<file path="src/logic/aicf_defs.vh">
// Constants for the converter input configuration and code formatter
`ifndef AICF_DEFS_VH
`define AICF_DEFS_VH
`define AICF_CFG_W        14
`define AICF_IC_HI        12
`define AICF_IC_LO        10
`define AICF_CH_HI        9
`define AICF_CH_LO        7
`define AICF_BW_BIT       6
`define AICF_IC_SINGLE    3'h7
`define AICF_IC_COM_BIP   3'h2
`define AICF_IC_COM_UNI   3'h6
`define AICF_IC_PAIR_BIP  2'h0
`define AICF_IC_PAIR_UNI  2'h2
`define AICF_MODE_SINGLE  2'h0
`define AICF_MODE_COM     2'h1
`define AICF_MODE_PAIR    2'h2
`define AICF_MODE_BAD     2'h3
`define AICF_UNI_TOP      16'hFFFF
`define AICF_UNI_BOT      16'h0000
`define AICF_BIP_TOP      16'h7FFF
`define AICF_BIP_BOT      16'h8000
`define AICF_MID          16'h8000
`define AICF_CFG_RST      14'h3FFF
`endif

</file>
<file path="src/logic/aicf_fmt.v">
// Result code formatter: range clamp and binary or twos complement
`timescale 1ns/1ps
module aicf_fmt
(
  input  wire        ref_clk_in,  // Clock
  input  wire        rst_in,      // Async reset, high
  input  wire        en_in,       // Format strobe
  input  wire        bipolar_in,  // Range of this result
  input  wire [15:0] raw_in,      // Offset-binary core code
  input  wire        over_in,     // Input above full scale
  input  wire        under_in,    // Input below bottom
  output reg  [15:0] code_out,    // Formatted code
  output reg         valid_out    // Code strobe
);
`include "aicf_defs.vh"
  reg [15:0] code_d;
  // ==========================================================
  // Clamp, then choose format
  always @*
  begin
    if (over_in)
      code_d = bipolar_in ? `AICF_BIP_TOP : `AICF_UNI_TOP;
    else if (under_in)
      code_d = bipolar_in ? `AICF_BIP_BOT : `AICF_UNI_BOT;
    else if (bipolar_in)
      code_d = raw_in ^ `AICF_MID; // Twos complement
    else
      code_d = raw_in;             // Straight binary
  end
  // ==========================================================
  // Output register
  always @(posedge ref_clk_in or posedge rst_in)
  begin
    if (rst_in)
    begin
      code_out  <= 16'h0000;
      valid_out <= 1'b0;
    end
    else
    begin
      valid_out <= en_in;
      if (en_in)
        code_out <= code_d;
    end
  end
endmodule

</file>
<file path="src/logic/aicf_top.v">
// Input configuration decoder and result formatter top level
//
// Contract
// - Unipolar configurations give straight binary results
// - Bipolar configurations give twos complement results
// - Overrange clamps to top code, underrange to bottom code (0000 unipolar, 8000 bipolar)
// - Field 111 selects single-ended to ground
// - Field 010 selects bipolar against common
// - Field 110 selects unipolar against common
// - Field 00X selects bipolar differential pairs
// - Field 10X selects unipolar differential pairs
// - Paired: channel field names positive input
// - Bandwidth bit picks full or quarter
// - Configuration may change between conversions
// - Settings held in one 14-bit word
`timescale 1ns/1ps
module aicf_top
(
  input  wire        ref_clk_in,     // 200 MHz clock
  input  wire        rst_in,         // Async reset, high
  input  wire [13:0] cfg_word_in,    // Configuration word from port
  input  wire        cfg_load_in,    // Word load strobe
  input  wire        conv_start_in,  // Conversion start strobe
  input  wire        conv_done_in,   // Conversion finished strobe
  input  wire [15:0] raw_code_in,    // Core code, offset binary
  input  wire        over_in,        // Input above full scale
  input  wire        under_in,       // Input below bottom
  output reg  [1:0]  mode_out,       // 0 single,1 common,2 pair,3 bad
  output reg         bipolar_out,    // Bipolar range active
  output reg  [2:0]  pos_input_out,  // Positive mux input
  output reg  [2:0]  neg_input_out,  // Negative mux input
  output reg         neg_is_com_out, // Negative side is common pin
  output reg         neg_is_gnd_out, // Negative side is ground
  output reg         quarter_bw_out, // Quarter bandwidth filter
  output wire [15:0] result_out,     // Formatted result
  output wire        result_valid_out // Result strobe
);
`include "aicf_defs.vh"
  reg [13:0] cfg_q;
  reg        conv_bip_q;
  wire [2:0] input_config_field;
  wire [2:0] channel_select_field;
  wire       bandwidth_select;
  reg  [1:0] mode_d;
  reg        bip_d;
  reg  [2:0] pos_d;
  reg  [2:0] neg_d;
  // ==========================================================
  // Configuration word store; decode outputs follow a load next cycle, result range only from the next start
  always @(posedge ref_clk_in or posedge rst_in)
  begin
    if (rst_in)
      cfg_q <= `AICF_CFG_RST;
    else if (cfg_load_in)
      cfg_q <= cfg_word_in;
  end
  assign input_config_field   = cfg_q[`AICF_IC_HI:`AICF_IC_LO];
  assign channel_select_field = cfg_q[`AICF_CH_HI:`AICF_CH_LO];
  assign bandwidth_select     = cfg_q[`AICF_BW_BIT];
  // ==========================================================
  // Decode input configuration field
  always @*
  begin
    mode_d = `AICF_MODE_BAD;
    bip_d  = 1'b0;
    pos_d  = channel_select_field;
    neg_d  = channel_select_field;
    if (input_config_field == `AICF_IC_SINGLE)
      mode_d = `AICF_MODE_SINGLE;
    else if (input_config_field == `AICF_IC_COM_BIP)
    begin
      mode_d = `AICF_MODE_COM;
      bip_d  = 1'b1;
    end
    else if (input_config_field == `AICF_IC_COM_UNI)
      mode_d = `AICF_MODE_COM;
    else if (input_config_field[2:1] == `AICF_IC_PAIR_BIP)
    begin
      mode_d = `AICF_MODE_PAIR;
      bip_d  = 1'b1;
    end
    else if (input_config_field[2:1] == `AICF_IC_PAIR_UNI)
      mode_d = `AICF_MODE_PAIR;
    // Partner of a pair is the other member of the even/odd couple
    if (mode_d == `AICF_MODE_PAIR)
      neg_d = channel_select_field ^ 3'h1;
  end
  // ==========================================================
  // Registered decode outputs; 011 is unlisted, shown as bad mode
  always @(posedge ref_clk_in or posedge rst_in)
  begin
    if (rst_in)
    begin
      mode_out       <= `AICF_MODE_SINGLE;
      bipolar_out    <= 1'b0;
      pos_input_out  <= 3'h7;
      neg_input_out  <= 3'h7;
      neg_is_com_out <= 1'b0;
      neg_is_gnd_out <= 1'b1;
      quarter_bw_out <= 1'b0;
    end
    else
    begin
      mode_out       <= mode_d;
      bipolar_out    <= bip_d;
      pos_input_out  <= pos_d;
      neg_input_out  <= neg_d;
      neg_is_com_out <= (mode_d == `AICF_MODE_COM);
      neg_is_gnd_out <= (mode_d == `AICF_MODE_SINGLE);
      // Bit low selects quarter; host must slow its rate
      quarter_bw_out <= ~bandwidth_select;
    end
  end
  // ==========================================================
  // Range latched at start so a late write cannot reformat
  always @(posedge ref_clk_in or posedge rst_in)
  begin
    if (rst_in)
      conv_bip_q <= 1'b0;
    else if (conv_start_in)
      conv_bip_q <= bip_d;
  end
  // ==========================================================
  // Formatter
  aicf_fmt u_fmt
  (
    .ref_clk_in (ref_clk_in),
    .rst_in     (rst_in),
    .en_in      (conv_done_in),
    .bipolar_in (conv_bip_q),
    .raw_in     (raw_code_in),
    .over_in    (over_in),
    .under_in   (under_in),
    .code_out   (result_out),
    .valid_out  (result_valid_out)
  );
endmodule

</file>
<file path="config.mk">
export PLATFORM = sky130hd
export DESIGN_NAME = aicf_top
export DESIGN_NICKNAME = d
export VERILOG_FILES = /design/src/logic/aicf_fmt.v /design/src/logic/aicf_top.v
export VERILOG_INCLUDE_DIRS = /design/src /design/src/logic
export SDC_FILE = /design/constraint.sdc
export NUM_CORES = 1
export LEC_CHECK = 0
export ABC_AREA = 0
export BUFFER_PORTS_ARGS = -buffer_cell sky130_fd_sc_hd__buf_2
export CAP_MARGIN = 5
export CORE_MARGIN = 2
export CORE_UTILIZATION = 40
export DETAILED_ROUTE_END_ITERATION = 6
export PLACE_DENSITY = 0.71
export RECOVER_POWER = 25
export SLEW_MARGIN = 5
export SYNTH_ARGS = -nofsm -noshare
export SYNTH_HDL_FRONTEND = slang
export SYNTH_SLANG_ARGS = --single-unit
</file>
<file path="constraint.sdc">
create_clock -name ref_clk_in -period 1.15 [get_ports ref_clk_in]
set_input_delay 0 -clock ref_clk_in [delete_from_list [all_inputs] [get_ports ref_clk_in]]
set_output_delay 0 -clock ref_clk_in [all_outputs]
set_load 0.01 [all_outputs]
</file>
=== After elaboration in Yosys (flattened, before gate mapping) ===
Index checks and enable logic that the tools add are counted.

* Bits in registers: 43
* Input port bits: 37
* Output and inout port bits: 29
* Logic and storage cells: 37

* Equal/unequal tests: 6
* Multiplexer cells: 15
* Bitwise operators: 3
* Reductions and logical operators: 2

{| class="wikitable"
|+ Operators with widths
! cell !! number
|-
| two-way mux 16 bit || 5
|-
| two-way mux 1 bit || 7
|-
| equality test 3 bit (second input constant) || 2
|-
| two-way mux 2 bit || 3
|-
| equality test 2 bit (second input constant) || 2
|-
| logical NOT 2 bit || 2
|-
| equality test 3 x 2 -> 1 bit (second input constant) || 1
|-
| inverter 1 bit || 3
|-
| equality test 2 x 1 -> 1 bit (second input constant) || 1
|}

=== Longest topological paths before layout ===
Gate-level depths: netlist of the first run.

* Depth after elaboration: 8
* Mapped depth: 4
* Gate-level depth less buffers: 3

=== Cells and area by module ===
Synthesis of the first run repeated with hierarchy kept, for this count alone.

* Cell total of the unflattened synthesis: 115
* Area, all modules: 1,333.8 sq um

{| class="wikitable"
|+ Modules (own cells, without submodules)
! module !! times used !! cells an instance !! area an instance (sq um) !! sequential area each (sq um)
|-
| aicf_fmt || 1 || 75 || 705.7 || 425.4
|-
| aicf_top || 1 || 40 || 628.1 || 465.4
|}

=== Worst setup path before layout of the first run ===
Ideal clock, no wire load.

* Kind: register -> register
* Start point: register conv_bip_q
* End point: register u_fmt.code_out[15]
* Library setup time: 120 ps
* Data arrival time: 905 ps
* Required time: 1,030 ps
* Path slack: 125 ps
* Stages on the path, launching flop included: 3
* Buffers on the path: 0
* Clock period less this slack: 1,025 ps
* Path through: dfrtp_1 -> or3_1 -> a31o_1

* Word-level cells in the longest chain between the ends: 3
* Elaborated cells between the ends (all ways): 5
* Those cells by class: mux (5)

{| class="wikitable"
|+ RTL lines
! element !! line !! text
|-
| start: declaration || aicf_top.v:40 || <nowiki>reg conv_bip_q;</nowiki>
|-
| start signal: assignment || aicf_top.v:121 || <nowiki>conv_bip_q <= bip_d;</nowiki>
|-
| two-way mux 16 bit (on tied branches) || n/a ||
|-
| two-way mux 16 bit || aicf_fmt.v:23 || <nowiki>else if (under_in)</nowiki>
|-
| two-way mux 16 bit (*) || aicf_fmt.v:21 || <nowiki>if (over_in)</nowiki>
|-
| end signal: assignment || aicf_fmt.v:43 || <nowiki>code_out <= code_d;</nowiki>
|-
| end: declaration || aicf_fmt.v:12 || <nowiki>output reg [15:0] code_out,</nowiki>
|}

Mark *: on every way between the ends. The rest lies on a longest branch, timed or not.
A chain may end at the register's enable or synchronous reset.

==> results of run 1 <==
-- state kept, by name, summed over array words and instances (netlist names), 2 cells and up --
register and cells:
cfg_q 7, neg_input_out 3, u_fmt.code_out 16, mode_out 2
-- cell families after synthesis --
group                     Yosys count  synth area share
buffers and inverters              13            0.0520
AOI/OAI and AO/OA                  37             0.145
DFF                                35             0.674
muxes                               6            0.0511
and+or+nand+nor                    22            0.0719
xor gates and xnor gates            1           0.00662
-- stage by stage --
| stage | area, µm² | power (mW) |
|---|---|---|
| after floorplan | 1320 | 1.70 |
| after global placement | 1620 | 1.86 |
| after detailed placement | 1620 | 1.88 |
| after CTS | 1940 | 2.54 |
| after global routing | 1940 | 2.66 |
| final | 1940 | 2.50 |
-- worst register-to-register path: stages (launching register included) --
cell and delay [ns]:
sky130_fd_sc_hd__dfrtp_1 0.39, sky130_fd_sc_hd__or3_1 0.36, sky130_fd_sc_hd__a31o_1 0.20
-- layout by cell type, fill, tap and decap left out, types with 2 or more instances in the layout --
| cell type | netlist | layout |
|---|---|---|
| sky130_fd_sc_hd__inv_1 | 3 | 3 |
| sky130_fd_sc_hd__nor2_1 | 15 | 15 |
| sky130_fd_sc_hd__o21ai_0 | 4 | 4 |
| sky130_fd_sc_hd__dfrtp_1 | 23 | 23 |
| sky130_fd_sc_hd__clkbuf_1 | 2 | 3 |
| sky130_fd_sc_hd__a21oi_1 | 31 | 31 |
| sky130_fd_sc_hd__nor2b_1 | 3 | 3 |
| sky130_fd_sc_hd__nand2_1 | 2 | 2 |
| sky130_fd_sc_hd__clkbuf_4 | 0 | 5 |
| sky130_fd_sc_hd__mux2_2 | 6 | 6 |
| sky130_fd_sc_hd__dlygate4sd3_1 | 0 | 27 |
| sky130_fd_sc_hd__dfstp_2 | 12 | 10 |
| sky130_fd_sc_hd__buf_2 | 4 | 57 |
| sky130_fd_sc_hd__dfstp_1 | 0 | 2 |
-- final cells by class --
type,count,area (µm²)
inverter,4,15.0
tap,44,55.1
sequential,35,891
clock buffer,7,45.0
multi-input combinational,66,363
timing repair buffer,86,571
fill,274,1160
-- worst paths after layout --
| kind | to | slack (ns) | cells past startpoint |
|---|---|---|---|
| worst max register to register | u_fmt.code_out[15] | 0.10 | 2 |
| worst max-delay path | cfg_q[10] | 0.04 | 5 |
| min in group asynchronous | u_fmt.code_out[15] | 0.42 | 4 |
| worst min-delay path | u_fmt.code_out[0] | 0.12 | 3 |
| worst min register to register | neg_input_out[1] | 0.37 | 0 |
| max in group asynchronous | mode_out[1] | 0.27 | 4 |
-- per-layer routing --
layer  track usage  share of wire  wire [µm]  up-vias
li1              -              -          -      549
met1         0.166           0.39       1110      512
met2         0.305           0.50       1440       49
met3        0.0798          0.095        273        6
met4        0.0547          0.014         40        0
met5             0              0          0        -
-- where the power goes --
group | internal [mW] | switching, mW | total, mW
clock | 0.230 | 0.345 | 0.575
combinational | 0.242 | 0.228 | 0.470
sequential | 1.39 | 0.0648 | 1.45
total | 1.86 | 0.638 | 2.50
-- what timing repair did --
item / CTS / global route
endpoints found under the hold margin: 46 / 0
hold buffers: 27 / 0
gates resized for setup: 0 / 3
setup endpoints to repair: 0 / 2
==> results.sh, run 1 <==
export IMPL_htreeDepth=2
export IMPL_synth_area_mm2=0.00132
export IMPL_synth_enable_flop_cells=0
export IMPL_startpoint="cfg_load_in"
export IMPL_end_kind="flip-flop"
export IMPL_insertedDiodeCount=0
export IMPL_synth_top_cells_by_area="sky130_fd_sc_hd__dfrtp_1 44%, sky130_fd_sc_hd__dfstp_2 24%, sky130_fd_sc_hd__a21oi_1 12%, sky130_fd_sc_hd__mux2_2 5.1%, sky130_fd_sc_hd__nor2_1 4.3%"
export IMPL_worstSkewPairLatency_ns=0.32
export IMPL_num_vias=1116
export IMPL_irDropWorstVdd_mv=0.848
export IMPL_min_delay_path_class="in2reg"
export IMPL_gr_util_all_layers=0.167
export IMPL_drive_gt1_frac=0.404
export IMPL_crit_slowest_cell="sky130_fd_sc_hd__dlygate4sd3_1"
export IMPL_clock_tree_buffer_depth=2
export IMPL_drt_iter0_markers=60
export IMPL_hp_start="over_in"
export IMPL_final_skew_ns=0.00231
export IMPL_finalWorstPathRequiredPeriod_ns=1.11
export IMPL_finalCritPeriodShare=0.964
export IMPL_relSlewSlack=0.186
export IMPL_crit_top_cell="sky130_fd_sc_hd__dlygate4sd3_1"
export IMPL_avgViaCountPerCell=4.61
export IMPL_kind_of_critical_path="in2reg"
export IMPL_syn_inst=114
export IMPL_grt_start_max_net_pins=36
export IMPL_ys_dominant_reg_cell="sky130_fd_sc_hd__dfrtp_1"
export IMPL_grt_pass1_wl_mm=4.46
export IMPL_drt_antenna_violating_nets=0
export IMPL_post_cts_repair_setup_buffers=0
export IMPL_numPortBuffers=58
export IMPL_number_of_global_route_vias_before_repair=1043
export IMPL_timing_final_hold_violations=0
export IMPL_finalNonFillerCells=242
export IMPL_dr_pass1_iters=4
export IMPL_chipWidth_um=61.5
export IMPL_critPathBufInv=3
export IMPL_cp_required_ns=1.40
export IMPL_drt_wl_total_mm=2.87
export IMPL_dp_worst_setup_slack_ns=0.0942
export IMPL_critical_path_cell_chain="dlygate4sd3_1 > buf_6 > nand2_1 > dlygate4sd3_1 > o21ai_0"
export IMPL_yosysUniqueCellTypes=19
export IMPL_start_util=0.426
export IMPL_cts_tree="done"
export IMPL_launching_element_type_of_the_critical_path="primary input"
export IMPL_setup_violations=0
export IMPL_post_synth_top_count_cell="sky130_fd_sc_hd__a21oi_1"
export IMPL_rsz_0062_raised_after_global_routing="no"
export IMPL_detail_route_drc_violations=0
export IMPL_antenna_violations_before_repair=0
export IMPL_final_hold_worst_slack_ns=0.118
export IMPL_tightestPinTransition_ns=1.22
export IMPL_dieArea_mm2=0.00378
export IMPL_yosysTopAreaCellShare=0.435
export IMPL_post_drt_wl_per_cell_um=11.9
export IMPL_synth_ff_latch_count=35
export IMPL_outcome="completed"
export IMPL_fp_row_count=20
export IMPL_cts_inserted_buffers=5
export IMPL_path_clk_slew_ns=0.09
export IMPL_achievable_frequency_mhz=902
export IMPL_ios=66
export IMPL_cts_num_sinks=35
export IMPL_synth_warn=0
export IMPL_timing_critical_path_arrival_ns=1.36
export IMPL_synth_nets=151
export IMPL_worst_r2r_startpoint="conv_bip_q"
export IMPL_overflow=0
export IMPL_final_nets=235
export IMPL_sum_neg_setup_slack_ns=0
export IMPL_final_core_util=0.625
export IMPL_synth_async_sr_flop_share=1.00
export IMPL_cap_violations=0
export IMPL_crit_family="buffers and inverters"
export IMPL_slew_violations=0
export IMPL_dp_hpwl_mm=1.77
export IMPL_place_gp_congestion=0.609
export IMPL_seq_area_frac_synth=0.674
export IMPL_critical_path_fanout_max=9
export IMPL_fp_dieH_um=61.5
export IMPL_average_size_of_a_mapped_cell_um2=11.6
export IMPL_coreArea_mm2=0.00310
export IMPL_power_static_leakage_nw=0.888
export IMPL_dpl_cell_count=208
export IMPL_cts_root_buffer="sky130_fd_sc_hd__clkbuf_4"
export IMPL_synthDominantAreaCellType="sky130_fd_sc_hd__dfrtp_1"
export IMPL_postLayoutSetupSlackWorst_ns=0.0412
export IMPL_post_synth_most_frequent_cells="31 x sky130_fd_sc_hd__a21oi_1, 23 x sky130_fd_sc_hd__dfrtp_1, 15 x sky130_fd_sc_hd__nor2_1"
export IMPL_worst_path_largest_cell_delay_ns=0.55
export IMPL_area_growth_pct=46.6
export IMPL_p_per_area_mw_per_mm2=1290
(Power assumes the default switching activity.)
==> run 2, diff against run 1 <==
- CORE_ASPECT_RATIO: default -> 1.1
- SKIP_CTS_REPAIR_TIMING: default -> 1
- TNS_END_PERCENT: default -> 30
==> run 2 against run 1 <==
Against the previous run:
- the run now ends with design-rule violations left
- clock power rose by 5.0%
- sequential share of layout area fell by 0.12 points
- combinational power rose by 2%
- sequential power barely moved
- maximum frequency rose by 3.0%
- cell count fell by 3.3%
- non-clock buffer count rose by 1
==> results.sh, run 2 (synthesis gave the netlist of run 1 again) <==
export IMPL_most_common_cell_after_layout_fill_and_taps_aside="sky130_fd_sc_hd__buf_2"
export IMPL_outcome="complete, but fails checks"
export IMPL_p_total_mw=2.54
export IMPL_power_static_leakage_nw=0.903
export IMPL_path_clk_slew_ns=0.10
export IMPL_post_drt_wl_per_cell_um=12.4
export IMPL_place_gp_congestion=0.693
export IMPL_sum_neg_setup_slack_ns=0
export IMPL_min_delay_path_class="in2reg"
export IMPL_dieArea_mm2=0.00378
export IMPL_detail_route_drc_violations=7
export IMPL_rsz_0062_raised_after_global_routing="no"
export IMPL_cts_root_buffer="sky130_fd_sc_hd__clkbuf_4"
export IMPL_slew_violations=0
export IMPL_finalCritPeriodShare=0.936
export IMPL_cts_tree="done"
export IMPL_reg_largest_list="u_fmt.code_out x16, cfg_q x7, neg_input_out x3"
export IMPL_ios=66
export IMPL_grt_pass1_wl_mm=3.96
export IMPL_multi_input_area_um2=363
export IMPL_cap_violations=0
export IMPL_insertedDiodeCount=0
export IMPL_drt_antenna_violating_nets=0
export IMPL_num_vias=1145
export IMPL_layout_area_seq_um2=891
export IMPL_critical_path_fanout_max=1
export IMPL_kind_of_critical_path="in2reg"
export IMPL_fp_row_count=21
export IMPL_p_per_area_mw_per_mm2=1300
export IMPL_final_skew_ns=0.000955
export IMPL_antenna_violations_before_repair=0
export IMPL_drt_wl_total_mm=2.90
export IMPL_largest_register="u_fmt.code_out"
export IMPL_timing_final_hold_violations=0
export IMPL_fp_dieH_um=64.3
export IMPL_launching_element_type_of_the_critical_path="primary input"
export IMPL_number_of_global_route_vias_before_repair=913
export IMPL_cts_inserted_buffers=5
export IMPL_relSlewSlack=0.452
export IMPL_overflow=0
export IMPL_irDropWorstVdd_mv=0.883
export IMPL_finalWorstPathRequiredPeriod_ns=1.08
export IMPL_start_util=0.427
export IMPL_drt_iter0_markers=96
export IMPL_gr_util_all_layers=0.144
export IMPL_dp_hpwl_mm=1.85
export IMPL_achievable_frequency_mhz=929
export IMPL_setup_violations=0
export IMPL_worstSkewPairLatency_ns=0.32
export IMPL_final_nets=236
export IMPL_chipWidth_um=58.8
export IMPL_numPortBuffers=58
export IMPL_htreeDepth=2
export IMPL_dr_pass1_iters=6
export IMPL_area_growth_pct=47.0
export IMPL_avgViaCountPerCell=4.89
export IMPL_end_kind="flip-flop"
export IMPL_tightestPinTransition_ns=0.822
export IMPL_most_common_layout_cells="58 x sky130_fd_sc_hd__buf_2, 31 x sky130_fd_sc_hd__a21oi_1, 26 x sky130_fd_sc_hd__dlygate4sd3_1"
export IMPL_violations="design-rule violations"
export IMPL_grt_start_max_net_pins=36
export IMPL_cp_required_ns=1.40
export IMPL_layout_filler_cells=264
export IMPL_final_core_util=0.627
export IMPL_drive_gt1_frac=0.425
export IMPL_coreArea_mm2=0.00310
export IMPL_flip_flop_count_of_the_largest_register_all_copies_and_words_added=16
export IMPL_timing_critical_path_arrival_ns=1.33
export IMPL_clock_tree_buffer_depth=2
export IMPL_cts_num_sinks=35
[run 2: changes by cell type in the layout (fill, tap and decap cells not counted)]
cell                            previous run  this run
sky130_fd_sc_hd__dfstp_2                  10        11
sky130_fd_sc_hd__buf_4                     0         1
sky130_fd_sc_hd__clkinv_2                  0         1
sky130_fd_sc_hd__clkbuf_1                  3         2
sky130_fd_sc_hd__dfstp_1                   2         1
sky130_fd_sc_hd__buf_2                    57        58
sky130_fd_sc_hd__dlygate4sd3_1            27        26
sky130_fd_sc_hd__clkbuf_2                  0         1
sky130_fd_sc_hd__buf_6                     1         0
sky130_fd_sc_hd__buf_12                    0         1
[run 2: stage by stage]
step	hold slack, ns	std cells	instance area [µm²]	worst slack, ns
after floorplan	0.0314	114	1320	0.125
after global placement	0.104	200	1640	0.111
after detailed placement	0.115	200	1640	0.0953
after CTS	-0.264	208	1690	0.0791
after global routing	0.0108	234	1940	0.0342
final	0.0160	234	1940	0.0737
[run 2: cell type report]
cell class | count | share of cell area
sequential | 35 | 0.458
timing repair buffer | 87 | 0.300
multi-input combinational | 66 | 0.187
clock buffer | 7 | 0.0232
tap | 34 | 0.0219
inverter | 4 | 0.00772
clock inverter | 1 | 0.00257
[run 2: worst paths after layout]
kind / startpoint / to / cells after the start / slack (ns)
setup / recovery: cfg_word_in[10] / cfg_q[10] / 5 / 0.07
setup reg to reg: conv_bip_q / u_fmt.code_out[15] / 2 / 0.09
hold / removal: raw_code_in[3] / u_fmt.code_out[3] / 3 / 0.02
max in group asynchronous: rst_in / u_fmt.code_out[12] / 4 / 0.19
hold reg to reg: cfg_q[8] / neg_input_out[1] / 0 / 0.37
min in group asynchronous: rst_in / u_fmt.code_out[7] / 4 / 0.44
[run 2: metal layers]
layer / up-vias / global-route usage / wire [µm]
met4: 0 / 0.0682 / 51
met5: - / 0 / 0
li1: 551 / - / -
met2: 52 / 0.231 / 1440
met3: 7 / 0.0709 / 280
met1: 535 / 0.156 / 1130
[run 2: worst max-delay path, stage by stage]
cell,delay (ns)
sky130_fd_sc_hd__dlygate4sd3_1,0.53
sky130_fd_sc_hd__buf_2,0.12
sky130_fd_sc_hd__nand2_1,0.05
sky130_fd_sc_hd__dlygate4sd3_1,0.54
sky130_fd_sc_hd__o21ai_0,0.08
[run 2: power by group]
part | internal [mW] | switching, mW | leakage [nW] | total (mW)
clock network | 0.238 | 0.366 | 0.0293 | 0.604
logic | 0.247 | 0.232 | 0.493 | 0.478
registers | 1.39 | 0.0653 | 0.381 | 1.45
==> run 3, diff against run 2 <==
- ABC_AREA: 0 -> 1
- PLACE_DENSITY: 0.71 -> 0.7
==> run 3 against run 2 <==
Against the previous run:
- the flow finishes with violations (negative hold slack)
- clock power is 20% higher
- first-iteration DRC count is 38% lower
- register-to-register slack hardly changed
- core utilization is 1.8 points lower
- global-route usage is 1.1 points higher
- synthesized cell count is 7.9% higher
- clock-buffer cell count is 1 higher
- cell count is 11% higher
- largest cell class unchanged
==> results.sh, run 3 <==
export IMPL_flip_flop_count_of_the_largest_register_all_copies_and_words_added=16
export IMPL_launching_element_type_of_the_critical_path="primary input"
export IMPL_cts_inserted_buffers=5
export IMPL_hp_start="cfg_load_in"
export IMPL_synth_nets=160
export IMPL_drt_antenna_violating_nets=0
export IMPL_reg2regPathDepth=3
export IMPL_place_gp_congestion=0.714
export IMPL_syn_inst=123
export IMPL_p_total_mw=2.66
export IMPL_cts_num_sinks=35
export IMPL_tightestPinTransition_ns=0.736
export IMPL_p_clk_frac=0.272
export IMPL_drt_wl_total_mm=3.09
export IMPL_worst_r2r_startpoint="cfg_q[11]"
export IMPL_final_hold_worst_slack_ns=-0.00562
export IMPL_largest_register="u_fmt.code_out"
export IMPL_path_clk_slew_ns=0.10
export IMPL_synth_area_mm2=0.00141
export IMPL_postLayoutSetupSlackWorst_ns=0.0722
export IMPL_grt_pass1_wl_mm=4.50
export IMPL_final_skew_ns=0.00464
export IMPL_drive_gt1_frac=0.439
export IMPL_number_of_global_route_vias_before_repair=1047
export IMPL_average_size_of_a_mapped_cell_um2=11.4
export IMPL_p_per_area_mw_per_mm2=1300
export IMPL_final_nets=248
export IMPL_synth_async_sr_flop_share=1.00
export IMPL_synth_ff_latch_count=35
export IMPL_chipWidth_um=60.5
export IMPL_end_kind="flip-flop"
export IMPL_cts_tree="done"
export IMPL_timing_final_hold_violations=1
export IMPL_start_util=0.418
export IMPL_violations="negative hold slack"
export IMPL_post_synth_top_count_cell="sky130_fd_sc_hd__nand2_1"
export IMPL_synthDominantAreaCellType="sky130_fd_sc_hd__dfrtp_1"
export IMPL_fp_row_count=22
export IMPL_dr_pass1_iters=3
export IMPL_power_sequential_fraction=0.540
export IMPL_yosysUniqueCellTypes=20
export IMPL_sum_neg_setup_slack_ns=0
export IMPL_coreArea_mm2=0.00336
export IMPL_relSlewSlack=0.509
export IMPL_post_drt_wl_per_cell_um=11.9
export IMPL_critical_path_fanout_max=1
export IMPL_most_common_cell_after_layout_fill_and_taps_aside="sky130_fd_sc_hd__buf_2"
export IMPL_fp_dieH_um=66.2
export IMPL_rr_endpoint="mode_out[1]"
export IMPL_gr_util_all_layers=0.155
export IMPL_synth_enable_flop_cells=0
export IMPL_min_delay_path_class="in2reg"
export IMPL_num_vias=1151
export IMPL_post_synth_most_frequent_cells="25 x sky130_fd_sc_hd__nand2_1, 23 x sky130_fd_sc_hd__dfrtp_1, 18 x sky130_fd_sc_hd__nor2_1"
export IMPL_overflow=0
export IMPL_ios=66
export IMPL_dp_worst_setup_slack_ns=0.0877
export IMPL_numPortBuffers=58
export IMPL_kind_of_critical_path="in2reg"
export IMPL_irDropWorstVdd_mv=0.715
export IMPL_insertedDiodeCount=0
export IMPL_area_growth_pct=45.7
export IMPL_dieArea_mm2=0.00400
export IMPL_htreeDepth=2
export IMPL_ys_dominant_reg_cell="sky130_fd_sc_hd__dfrtp_1"
export IMPL_timing_critical_path_arrival_ns=1.33
export IMPL_finalWorstPathRequiredPeriod_ns=1.08
export IMPL_antenna_violations_before_repair=0
export IMPL_layout_filler_cells=290
export IMPL_drt_iter0_markers=60
export IMPL_power_frac_comb=0.188
export IMPL_clock_tree_buffer_depth=2
export IMPL_setup_violations=0
export IMPL_rsz_0062_raised_after_global_routing="no"
export IMPL_hold_path_endpoint="cfg_q[12]"
export IMPL_timing_reg2reg_setup_slack_ns=0.08
export IMPL_avgViaCountPerCell=4.43
export IMPL_most_common_layout_cells="59 x sky130_fd_sc_hd__buf_2, 28 x sky130_fd_sc_hd__dlygate4sd3_1, 25 x sky130_fd_sc_hd__nand2_1"
export IMPL_reg_largest_list="u_fmt.code_out x16, cfg_q x7, neg_input_out x3"
export IMPL_cts_root_buffer="sky130_fd_sc_hd__clkbuf_4"
export IMPL_finalCritPeriodShare=0.937
export IMPL_power_switching_share=0.256
export IMPL_grt_start_max_net_pins=36
export IMPL_synth_warn=0
export IMPL_achievable_frequency_mhz=928
export IMPL_p_sw_uw=681
export IMPL_synth_top_cells_by_area="sky130_fd_sc_hd__dfrtp_1 41%, sky130_fd_sc_hd__dfstp_2 22%, sky130_fd_sc_hd__nand2_1 6.7%, sky130_fd_sc_hd__nor2_1 4.8%, sky130_fd_sc_hd__a21oi_2 4.4%"
export IMPL_whs_path_depth=3
export IMPL_yosysTopAreaCellShare=0.410
export IMPL_seq_area_frac_synth=0.634
export IMPL_slew_violations=0
export IMPL_cap_violations=0
export IMPL_worstSkewPairLatency_ns=0.32
export IMPL_power_static_leakage_nw=0.962
export IMPL_detail_route_drc_violations=0
export IMPL_cp_required_ns=1.41
export IMPL_intPower_mw=1.98
export IMPL_outcome="complete, but fails checks"
export IMPL_dp_hpwl_mm=1.97
## run 3: layout make-up
cell class / count / area (µm²) / area share
Inverter: 9 / 38.8 / 0.0189
Multi-Input combinational cell: 72 / 409 / 0.200
Timing Repair Buffer: 88 / 579 / 0.283
Sequential cell: 35 / 891 / 0.435
Tap cell: 48 / 60.1 / 0.0293
Clock buffer: 8 / 68.8 / 0.0336
## run 3: kinds of logic (layout without fill, tap and decap cells)
family,after synthesis,count (layout),synth area share
AND/OR/NAND/NOR,47,47,0.143
buffers and inverters,16,105,0.0748
AO/OA/AOI/OAI,21,21,0.118
XOR/XNOR,1,1,0.00623
flip-flops,35,35,0.634
multiplexers,3,3,0.0240
## run 3: power by group through the flow
stage,clock network (mW),registers [mW],logic (mW)
6_report,0.724,1.44,0.499
5_1_grt,0.822,1.45,0.558
4_1_cts,0.765,1.44,0.430
3_5_place_dp,0,1.46,0.429
3_3_place_gp,0,1.46,0.420
2_1_floorplan,0,1.51,0.211
## run 3: layer usage
metal / wire length (µm) / track usage / vias to the layer above
met4: 37 / 0.0652 / 0
met3: 167 / 0.0646 / 5
met2: 1730 / 0.268 / 41
li1: - / - / 561
met5: 0 / 0 / -
met1: 1160 / 0.163 / 544
## run 3: worst max-delay path, cell delays in order
cell and delay [ns]:
sky130_fd_sc_hd__dlygate4sd3_1 0.53, sky130_fd_sc_hd__buf_2 0.12, sky130_fd_sc_hd__nand2_1 0.05, sky130_fd_sc_hd__dlygate4sd3_1 0.55, sky130_fd_sc_hd__o21ai_0 0.08
## run 3: through the flow
stage	cell area, µm²	instances	util	hold slack [ns]
finish	2050	260	0.610	-0.00562
detailed placement	1700	224	0.507	0.118
CTS	1770	232	0.528	-0.253
global placement	1700	224	0.507	0.111
global route	2050	260	0.610	0.0127
floorplan	1410	123	-	0.0314
## run 3: worst max-delay path by stage
stage	from	endpoint	slack, ns	cells after the start
2_1_floorplan	cfg_q[11]	mode_out[0]	0.17	3
6_report	cfg_word_in[11]	cfg_q[11]	0.07	5
4_1_cts	cfg_q[11]	mode_out[1]	0.07	3
3_5_place_dp	cfg_q[11]	mode_out[1]	0.09	3
3_3_place_gp	cfg_q[11]	mode_out[0]	0.14	3
5_1_grt	cfg_q[11]	mode_out[1]	0.005	3
